File: config.mk
export PLATFORM = sky130hd
export DESIGN_NAME = port5_gpio_addr_mux
export DESIGN_NICKNAME = d
export VERILOG_FILES = /design/src/port5_gpio_addr_mux.v /design/src/pin_sync.v /design/src/mode_decode.v
export VERILOG_INCLUDE_DIRS = /design/src
export SDC_FILE = /design/constraint.sdc
export NUM_CORES = 1
export LEC_CHECK = 0
export CAP_MARGIN = 20
export CORE_MARGIN = 5
export CORE_UTILIZATION = 45
export CTS_CLUSTER_DIAMETER = 150
export DETAILED_ROUTE_END_ITERATION = 10
export DONT_BUFFER_PORTS = 1
export PLACE_DENSITY = 0.62
export SYNTH_ARGS = -nofsm -noshare
export SYNTH_HDL_FRONTEND = slang
export SYNTH_SLANG_ARGS = --single-unit
File: constraint.sdc
create_clock -name CLK -period 2 [get_ports CLK]
set_input_delay 0.5 -clock CLK [delete_from_list [all_inputs] [get_ports CLK]]
set_output_delay 0.5 -clock CLK [all_outputs]
set_load 0.05 [all_outputs]
File: src/port5_map.vh
// register offsets, reset values and mode codes for the address-byte port
`ifndef PORT5_MAP_VH
`define PORT5_MAP_VH
`define PIN_DIRECTION_ADDR  16'hFF88
`define PIN_DATA_LATCH_ADDR 16'hFF8A
`define PIN_DIRECTION_RST   8'h00
`define PIN_DATA_LATCH_RST  8'h00
`define DIR_READ_VALUE      8'hFF
`define UNMAPPED_READ_VALUE 8'h00
`define MODE_FULL_ADDR_A    3'h1
`define MODE_SEL_ADDR_A     3'h2
`define MODE_FULL_ADDR_B    3'h3
`define MODE_SEL_ADDR_B     3'h4
`define MODE_SINGLE_CHIP    3'h7
`endif

File: src/port5_gpio_addr_mux.v
// eight-bit gpio port whose pins may carry address bits a15..a8
`include "port5_map.vh"
// Overview of operation
// - modes 2/4: pin is input or address
// - direction register write-only, reads all ones
// - single-chip: direction one drives latch out
// - reset/hw standby clear direction register
// - software standby keeps direction register
// - modes 2/4: direction one routes address bit
// - modes 1/3: direction forced ones, address out
// - data latch read/write, reset clears it
// - data read: latch for outputs, pins inputs
// - pull-up on when input and latch one
// - pull-ups off in reset, hw standby
// - modes 1/3 pull-ups off; else rule
// - read-modify-write copies input levels into latch
module port5_gpio_addr_mux #(
	parameter WIDTH = 8
) (
	// clock and reset
	input  wire             CLK,
	input  wire             RST,
	// standby and mode controls
	input  wire             HW_STANDBY,
	input  wire             SW_STANDBY,
	input  wire [2:0]       MODE,
	// register port
	input  wire [15:0]      ADDR,
	input  wire [WIDTH-1:0] WDATA,
	input  wire             WR,
	input  wire             RD,
	output wire [WIDTH-1:0] RDATA,
	// external address byte from the bus controller
	input  wire [WIDTH-1:0] BUS_ADDR_HI,
	// pins
	input  wire [WIDTH-1:0] PIN_IN,
	output wire [WIDTH-1:0] PIN_OUT,
	output wire [WIDTH-1:0] PIN_OE,
	output wire [WIDTH-1:0] PULLUP_EN
);
	reg  [WIDTH-1:0] dir_q;      // stored direction bits
	reg  [WIDTH-1:0] dir_d;      // next direction bits
	reg  [WIDTH-1:0] latch_q;    // data latch
	reg  [WIDTH-1:0] latch_d;    // next data latch
	reg  [WIDTH-1:0] rdata_q;    // read data, one cycle after strobe
	reg  [WIDTH-1:0] rdata_d;    // next read data
	reg  [WIDTH-1:0] pin_out_q;  // registered pin drive value
	wire [WIDTH-1:0] pin_level;  // synchronised pin levels
	wire [WIDTH-1:0] dir_eff;    // direction as the pins see it
	wire [WIDTH-1:0] port_view;  // value a data read returns
	wire             full_addr;  // modes 1 and 3
	wire             sel_addr;   // modes 2 and 4
	wire             single_chip; // mode 7 and others
	wire             pu_allowed; // pull-ups usable in this mode
	wire             init;       // reset or hardware standby
	wire             hit_dir;    // direction register selected
	wire             hit_latch;  // data latch selected

	// pins are asynchronous, so two flops before any use
	pin_sync #(
		.WIDTH(WIDTH)
	) u_sync (
		.clk      (CLK),
		.rst      (RST),
		.async_in (PIN_IN),
		.sync_out (pin_level)
	);

	// mode classification, the mode being a static strap
	mode_decode u_mode (
		.mode           (MODE),
		.full_addr      (full_addr),
		.sel_addr       (sel_addr),
		.single_chip    (single_chip),
		.pullup_allowed (pu_allowed)
	);

	assign init      = RST || HW_STANDBY;
	assign hit_dir   = (ADDR == `PIN_DIRECTION_ADDR);
	assign hit_latch = (ADDR == `PIN_DATA_LATCH_ADDR);

	// modes 1 and 3 see all ones whatever is stored
	assign dir_eff = full_addr ? {WIDTH{1'b1}} : dir_q;

	// outputs show the latch, inputs show the live pin
	assign port_view = (dir_eff & latch_q) | (~dir_eff & pin_level);

	// next-state for the direction register
	always @*
	begin
		dir_d = dir_q;
		if (WR && hit_dir && !full_addr)
		begin
			// writes ignored while forced to ones
			dir_d = WDATA;
		end
	end

	// next-state for the data latch
	always @*
	begin
		latch_d = latch_q;
		if (WR && hit_latch)
		begin
			// a read-modify-write brings input levels back in here
			latch_d = WDATA;
		end
	end

	// read path; data stands one cycle after the strobe
	always @*
	begin
		rdata_d = `UNMAPPED_READ_VALUE;
		if (RD && hit_dir)
		begin
			// write-only register, no error, reads as ones
			rdata_d = `DIR_READ_VALUE;
		end
		else if (RD && hit_latch)
		begin
			rdata_d = port_view;
		end
	end

	// register state; software standby is deliberately not a reset
	always @(posedge CLK)
	begin
		if (init)
		begin
			dir_q   <= `PIN_DIRECTION_RST;
			latch_q <= `PIN_DATA_LATCH_RST;
			rdata_q <= `UNMAPPED_READ_VALUE;
		end
		else
		begin
			// settings held through software standby
			dir_q   <= dir_d;
			latch_q <= latch_d;
			rdata_q <= rdata_d;
		end
	end

	// pin drive value: address byte in expanded modes, latch otherwise
	always @(posedge CLK)
	begin
		if (RST)
		begin
			pin_out_q <= {WIDTH{1'b0}};
		end
		else if (single_chip)
		begin
			pin_out_q <= latch_d;
		end
		else
		begin
			// address only leaves where the direction bit allows
			pin_out_q <= BUS_ADDR_HI;
		end
	end

	// output enable per pin
	assign PIN_OE = init ? {WIDTH{1'b0}} :
	                (single_chip ? dir_q : dir_eff);

	assign PIN_OUT = pin_out_q;

	// pull-up: input pin with a one in its latch, outside reset and hardware standby
	genvar i;
	generate
		for (i = 0; i < WIDTH; i = i + 1)
		begin : g_pu
			assign PULLUP_EN[i] = !init && pu_allowed &&
			                      !dir_eff[i] && latch_q[i];
		end
	endgenerate

	assign RDATA = rdata_q;

	// software standby needs no logic here; kept visible for intent
	wire unused_sw_standby = SW_STANDBY;
endmodule

File: src/pin_sync.v
// two-stage synchroniser for a bus of pin levels
module pin_sync #(
	parameter WIDTH = 8
) (
	// clock and reset
	input  wire             clk,
	input  wire             rst,
	// asynchronous in, synchronous out
	input  wire [WIDTH-1:0] async_in,
	output wire [WIDTH-1:0] sync_out
);
	reg [WIDTH-1:0] meta_q;   // first stage, read only by the second
	reg [WIDTH-1:0] stable_q; // second stage

	// plain two-flop chain, one per bit
	always @(posedge clk)
	begin
		if (rst)
		begin
			meta_q   <= {WIDTH{1'b0}};
			stable_q <= {WIDTH{1'b0}};
		end
		else
		begin
			meta_q   <= async_in;
			stable_q <= meta_q;
		end
	end

	assign sync_out = stable_q;
endmodule

File: src/mode_decode.v
// decodes the static operating mode into pin-behaviour classes
`include "port5_map.vh"
module mode_decode (
	// mode strap
	input  wire [2:0] mode,
	// decoded classes
	output wire       full_addr,
	output wire       sel_addr,
	output wire       single_chip,
	output wire       pullup_allowed
);
	// modes 1 and 3 always carry the address byte
	assign full_addr   = (mode == `MODE_FULL_ADDR_A) ||
	                     (mode == `MODE_FULL_ADDR_B);
	// modes 2 and 4 choose per pin
	assign sel_addr    = (mode == `MODE_SEL_ADDR_A) ||
	                     (mode == `MODE_SEL_ADDR_B);
	// anything else behaves as single-chip
	assign single_chip = !full_addr && !sel_addr;
	// pull-ups never usable while the address byte is forced
	assign pullup_allowed = !full_addr;
endmodule

== After elaboration in Yosys (flattened, before gate mapping) ==
Cells that the tools add are included.
Operators by class
  equal/unequal tests: 6
  muxes and demuxes: 7
  bitwise logic cells: 4
  reduce and logical (&&, ||, !) cells: 37
Operators by type and width (number)
  2-to-1 mux 8 bit: 7
  == test 16 bit, second input constant: 2
  logical AND 1 bit: 23
  AND 8 bit: 2
  logical NOT 1 bit: 11
  inverter 8 bit: 1
  bitwise OR 8 bit: 1
  == test 3 x 2 -> 1 bit, second input constant: 2
  == test 3 x 1 -> 1 bit, second input constant: 1
  == test 3 bit, second input constant: 1
  logical OR 1 bit: 3
Storage, ports and cells
  flip-flop bits (word level): 48
  input bits: 49
  output and inout bits: 32
  word-level logic and storage cells: 60

== Depth between registers and ports, before layout ==
Gate-level depths: netlist of run 1.
  depth after elaboration: 8
  mapped depth: 6
  mapped depth without buffers: 4

== Cells and area by module ==
Synthesis of run 1 repeated with hierarchy kept, for this count alone.
Unflattened totals
  cell total of the unflattened synthesis: 215
  area, all modules: 2090.8 um^2
By module, submodules not included
  port5_gpio_addr_mux: instances 1, cells an instance 176, area an instance 1591.5 um^2, sequential area each 640.6 um^2
  pin_sync: instances 1, cells an instance 33, area an instance 464.2 um^2, sequential area each 320.3 um^2
  mode_decode: instances 1, cells an instance 6, area an instance 35.0 um^2, sequential area each 0.0 um^2

== Worst setup path before layout of run 1 ==
Ideal clock, no wire load.
  path type: input port to output port
  start: input HW_STANDBY
  end: output PULLUP_EN[0]
  arrival time: 2.532 ns
  data required time: 1.500 ns
  setup slack: -1.032 ns
  stages on the path: 5
  buffers on the path: 2
  cell sequence: or2_2 buf_2 or2_2 buf_2 nor3b_1
Between the ends
  cells in the longest elaborated chain, start to end: 5
RTL lines
  from (decl): RTL line port5_gpio_addr_mux.v:24  | input wire HW_STANDBY,
  logical OR 1 bit: RTL line port5_gpio_addr_mux.v:78  | assign init = RST || HW_STANDBY;
  logical NOT 1 bit: RTL line port5_gpio_addr_mux.v:172  | assign PULLUP_EN[i] = !init && pu_allowed &&
  logical AND 1 bit (2 in a row): RTL line port5_gpio_addr_mux.v:172
  logical AND 1 bit: RTL line port5_gpio_addr_mux.v:173  | !dir_eff[i] && latch_q[i];
  to (decl): RTL line port5_gpio_addr_mux.v:39  | output wire [WIDTH-1:0] PULLUP_EN
No other way between the ends.

== Final worst setup path of run 1 ==
Same ends and word-level chain as after synthesis.

==> results of run 1 <==
[worst reg2reg max path: stages, from the launching register on]
cell	delay, ns
dfxtp_1	0.31
buf_4	0.14
a32o_1	0.22
a311o_1	0.32
[synth_stat cells]
cell type	instances	share of area
nor4b_4	1	0.012
nand3_1	18	0.044
nand4b_1	2	0.0086
nor2_1	17	0.031
mux2i_1	8	0.039
inv_1	1	0.0018
clkbuf_1	8	0.015
nor3_1	1	0.0024
a21oi_1	24	0.059
o21ai_0	17	0.042
nor3b_1	8	0.029
buf_2	3	0.0074
and4b_1	2	0.0098
nand4_1	2	0.0061
buf_1	1	0.0018
or3_1	1	0.0031
a32o_1	7	0.034
a32oi_1	1	0.0043
nand2_1	1	0.0018
or2_2	3	0.0092
buf_6	3	0.017
a311o_1	7	0.034
nor2b_1	18	0.055
and3b_1	1	0.0043
a21oi_2	1	0.0043
dfxtp_1	48	0.47
buf_4	2	0.0074
nand4b_4	1	0.012
and4_1	8	0.034
[per-stage QoR]
step | cells | setup WS (ns) | power, mW | cell area, um^2 | utilization
4_1_cts | 282 | -0.01659 | 1.780 | 2639 | 0.6019
5_1_grt | 282 | -0.02920 | 1.851 | 2639 | 0.6019
6_report | 282 | -0.003212 | 1.767 | 2639 | 0.6019
3_5_place_dp | 274 | -0.01659 | 1.185 | 2542 | 0.5799
3_3_place_gp | 274 | 0.01788 | 1.178 | 2542 | 0.5799
2_1_floorplan | 215 | -0.2173 | 1.159 | 2203 | -
[routing by layer]
| metal | up-vias | routed length (um) | GRT usage | share of wire |
|---|---|---|---|---|
| met3 | 13 | 426 | 0.06944 | 0.081 |
| met2 | 79 | 2762 | 0.3157 | 0.52 |
| li1 | 820 | - | - | - |
| met1 | 794 | 1979 | 0.1954 | 0.37 |
| met4 | 0 | 116 | 0.05842 | 0.022 |
| met5 | - | 0 | 0 | 0 |
[final cells by class]
type                            instances  area [um^2]  area share
Timing Repair Buffer                   24        392.9      0.1489
Tap cell                               52        65.06     0.02466
Sequential cell                        48        960.9      0.3642
Inverter                                1        3.754    0.001422
Multi-Input combinational cell        149         1120      0.4244
Clock inverter                          2        13.76    0.005216
Clock buffer                            6        82.58     0.03129
[path summary, 6_finish.rpt]
path / from / to
hold reg to reg: u_sync.meta_q[3]$_SDFF_PP0_ / u_sync.sync_out[3]$_SDFF_PP0_
setup reg to reg: latch_q[1]$_SDFF_PN0_ / PIN_OUT[1]$_SDFF_PP0_
hold / removal: RST / u_sync.meta_q[3]$_SDFF_PP0_
setup / recovery: HW_STANDBY / PULLUP_EN[0]
[registers in the layout, indices dropped and copies added (netlist names)]
register and flops:
u_sync.meta_q 8, dir_q 8, latch_q 8, PIN_OUT 8
u_sync.sync_out 8, RDATA 8
[power breakdown]
| part | total (mW) | switching (mW) | internal [mW] |
|---|---|---|---|
| Clock | 0.605 | 0.322 | 0.283 |
| Sequential | 1.01 | 0.0350 | 0.978 |
| Combinational | 0.150 | 0.0880 | 0.0616 |
| Total | 1.77 | 0.445 | 1.32 |
[cells by family after synthesis]
logic type / count (synthesis) / share of synthesized area
AND/OR/NAND/NOR: 84 / 0.2629
AO/OA/AOI/OAI: 57 / 0.1777
flip-flops: 48 / 0.4706
buffers and inverters: 18 / 0.04962
multiplexers: 8 / 0.03922
==> impl_metrics.ini, run 1 <==
[floorplanning]
start_util = 0.4658
rows = 24
fp.dieH_um = 77.36
core_area_um2 = 4384
dieArea_um2 = 5985
pin_count = 81
fp.dieW_um = 77.36

[worst_setup_path]
path_buf_inv = 1
critPathArrivalTime_ns = 1.50
crit_type = input pin to primary output
path_common_cell = or2_4
rr_worst_depth = 3
critPathMaxFanout = 8
critical_path.top_delay_family = simple AND/OR/NAND/NOR gates
end_kind = primary output
slowest_delay_ns = 0.33
crit_chain = or2_4 -> or2_4 -> nor3b_4 -> buf_12
cp_num_cells = 4
start_kind = input pin
rrSetupSlack_ns = 0.90
worstPathRequired_ns = 1.50
critPathSlowestCell = or2_4

[yosys]
syn_avg_cell_area_um2 = 9.497
synth_nets = 264
syn_inst = 215
netlist_area_um2 = 2042
ys_ff_latch = 48
yosysUniqueCellTypes = 29
synth.yosys.seq_area_share = 0.4706
ys_warn_count = 0

[flow_run]
drv_cap = 0

[placement]
dpl.hpwl_mm = 4.045
portBuffers = 0
routabilityCongestion = 0.8540

[grt]
grt_first_pass_wirelength_mm = 8.742
grt.total_usage = 0.1787
antenna_found_initial = 0
grt_pass1_vias = 1844
gr-total-overflow = 0
grt_max_degree = 28

[hold_path]
holdPathStages = 1
hold_path.class = input pin to flop

[final_layout]
antenna_cells = 0
nets = 278
syn2layout_area_growth_pct = 29.23
fill_cells = 359
layout-drive-gt1-share = 0.2348
final_cell_mix = 48 x dfxtp_1, 24 x a21oi_1, 18 x nor2b_1, 18 x nand3_1
final_common_cell = dfxtp_1

[timing]
finClkSkew_ns = 0.003396
timing.final.ws_setup_ns = -0.003212
fin_tns_setup_ns = -0.003212
hold_violations = 0
clock.fmax_ghz = 0.4992
setup-violations-final = 1
fin_crit_sh = 1.002
maxSlewViolCount = 0
relSlewSlack = 0.6611
period_minus_slack_ns = 2.003
holdWs_ns = 0.2630
worst_pin_slew_ns = 0.5076
rsz0062_at_grt = true

[pwr]
ir_drop_mv = 0.5255
power_density_nw_per_um2 = 669.7
power.leakage_nw = 0.9324

[routing]
ant_nets = 0
dr_total_vias = 1706
wl_per_cell_um = 18.74
totalWireLength_mm = 5.284
drc = 0
drt-initial-drc-count = 162
vias_per_cell = 6.050
first_pass_iters = 6

[clock_tree]
cts_post_setup_buffers_inserted = 0
postCtsResizedCells = 0
cts_tree = done
insertion_delay_ns = 0.30
hold_buffers = 0
clk_pin_slew_ns = 0.08
cts_buffer_depth = 2
cts.sinks = 48
cts_inserted_buffers = 5
cts_root_buf = clkbuf_8
cts-htree-levels = 2

[run_status]
status = finished, violations left
violations = negative setup slack
No activity file was read; power rests on OpenSTA's default activity.
==> inputs of run 2 (changes only) <==
--- a/config.mk
+++ b/config.mk
@@ -8,11 +8,11 @@
 export LEC_CHECK = 0
 export CAP_MARGIN = 20
 export CORE_MARGIN = 5
-export CORE_UTILIZATION = 45
+export CORE_UTILIZATION = 42
 export CTS_CLUSTER_DIAMETER = 150
 export DETAILED_ROUTE_END_ITERATION = 10
 export DONT_BUFFER_PORTS = 1
-export PLACE_DENSITY = 0.62
+export PLACE_DENSITY = 0.59
 export SYNTH_ARGS = -nofsm -noshare
 export SYNTH_HDL_FRONTEND = slang
 export SYNTH_SLANG_ARGS = --single-unit
==> constraint.sdc (replaced) <==
create_clock -name CLK -period 2 [get_ports CLK]
set_input_delay 0.2 -clock CLK [delete_from_list [all_inputs] [get_ports CLK]]
set_output_delay 0.2 -clock CLK [all_outputs]
set_load 0.05 [all_outputs]
==> run 2 against run 1 <==
  * The flow now finishes without violations
  * First-iteration DRC count fell by 45%
  * Critical path depth did not move
  * Via count fell by 2.5%
  * Clock skew fell by 0.00051 ns
  * Non-clock buffer count fell by 1
  * Fmax rose by 26%
  * Hold slack got worse by 0.24 ns
==> impl_metrics.ini, run 2 (synthesized netlist as in run 1, its figures left out) <==
[clock_tree]
cts_inserted_buffers = 5
clk_pin_slew_ns = 0.08
cts_tree = done
cts_root_buf = clkbuf_8
cts.sinks = 48
postCtsResizedCells = 0
insertion_delay_ns = 0.30
cts_buffer_depth = 2
cts-htree-levels = 2

[worst_setup_path]
critPathArrivalTime_ns = 1.39
crit_type = input pin to primary output
slowest_delay_ns = 0.42
rrSetupSlack_ns = 0.98
critPathMaxFanout = 8
end_kind = primary output
r2r-start = latch_q[1]$_SDFF_PN0_
crit_start = HW_STANDBY
critical_path.top_delay_family = simple AND/OR/NAND/NOR gates
start_kind = input pin
critPathSlowestCell = or2_2
worstPathRequired_ns = 1.80
path_buf_inv = 1
crit_chain = or2_2 -> or2_2 -> nor3b_2 -> buf_4
path_common_cell = or2_2

[final_layout]
nets = 277
antenna_cells = 0
fill_cells = 456
final_common_cell = dfxtp_1
final_cell_mix = 48 x dfxtp_1, 24 x a21oi_1, 21 x buf_4
syn2layout_area_growth_pct = 16.30
layout-drive-gt1-share = 0.1842
final_area_um2 = 2375

[routing]
vias_per_cell = 5.641
drc = 0
wl_per_cell_um = 17.06
drt-initial-drc-count = 89
dr_total_vias = 1664
first_pass_iters = 4
totalWireLength_mm = 5.034
ant_nets = 0

[timing]
clock.fmax_ghz = 0.6292
hold_violations = 0
fin_crit_sh = 0.7947
rsz0062_at_grt = false
fin_tns_setup_ns = 0
maxSlewViolCount = 0
setup-violations-final = 0
period_minus_slack_ns = 1.589
finClkSkew_ns = 0.002889
worst_pin_slew_ns = 0.6158
relSlewSlack = 0.5891

[floorplanning]
core_area_um2 = 4723
rows = 25
fp.dieH_um = 79.73
start_util = 0.4323
pin_count = 81
fp.dieW_um = 79.73
dieArea_um2 = 6356

[grt]
grt_first_pass_wirelength_mm = 8.376
grt.total_usage = 0.1685
gr-total-overflow = 0
grt_max_degree = 26
grt_pass1_vias = 1755
antenna_found_initial = 0

[hold_path]
hold_path_startpoint = PIN_IN[2]
hold_path.class = input pin to flop

[pwr]
power.leakage_nw = 0.8926
ir_drop_mv = 0.2918
p_total_mw = 1.942
power_density_nw_per_um2 = 817.6

[placement]
placed_area_um2 = 2226
portBuffers = 0
routabilityCongestion = 0.7592
dpl.hpwl_mm = 3.657

[flow_run]
drv_cap = 0

[run_status]
status = complete, no violations
-- run 2: changes by cell type in the layout (fill, tap and decap cells not counted), sizes merged --
| cell | delta |
|---|---|
| buf | -3 |
| clkinv | -1 |
| inv | -1 |
| dlygate4sd3 | +2 |
| clkbuf | -1 |
| bufinv | +2 |
-- run 2: power by group --
group | internal (mW) | leakage, nW | switching, mW | total, mW
clock | 0.492 | 0.0642 | 0.309 | 0.800
combinational | 0.0488 | 0.437 | 0.0804 | 0.129
sequential | 0.978 | 0.391 | 0.0344 | 1.01
total | 1.52 | 0.893 | 0.424 | 1.94
-- run 2: path summary, 6_finish.rpt --
path,depth (start not counted),to
hold reg to reg,1,u_sync.sync_out[3]$_SDFF_PP0_
hold / removal,1,u_sync.meta_q[2]$_SDFF_PP0_
setup reg to reg,2,PIN_OUT[1]$_SDFF_PP0_
setup / recovery,4,PULLUP_EN[0]
-- run 2: layout make-up --
class                           instances  area (um^2)  area share
Sequential cell                        48        960.9      0.4046
Inverter                                1        3.754    0.001581
Timing Repair Buffer                   23        177.7     0.07482
Tap cell                               67        83.83     0.03530
Multi-Input combinational cell        149         1020      0.4294
Clock inverter                          2        60.06     0.02529
Clock buffer                            5        68.82     0.02898
-- run 2: routing by layer --
| layer | track usage | vias up | part of all wire |
|---|---|---|---|
| met2 | 0.2788 | 73 | 0.50 |
| met1 | 0.1955 | 776 | 0.40 |
| met3 | 0.05982 | 7 | 0.082 |
| met5 | 0 | - | 0 |
| li1 | - | 808 | - |
| met4 | 0.07216 | 0 | 0.015 |
-- run 2: metrics by stage --
step / hold slack [ns] / util / setup slack (ns) / instances
2_1_floorplan: 0.2716 / - / -0.4321 / 215
3_3_place_gp: 0.2752 / 0.4713 / 0.3092 / 286
3_5_place_dp: 0.2755 / 0.4713 / 0.2676 / 286
4_1_cts: 0.01117 / 0.5028 / 0.4089 / 295
5_1_grt: 0.01338 / 0.5028 / 0.3823 / 295
6_report: 0.02575 / 0.5028 / 0.4106 / 295
-- run 2: timing repair --
action                    4_1_cts  5_1_grt
buffers inserted                0        0
hold endpoints to repair       24        0
hold buffers                    2        0
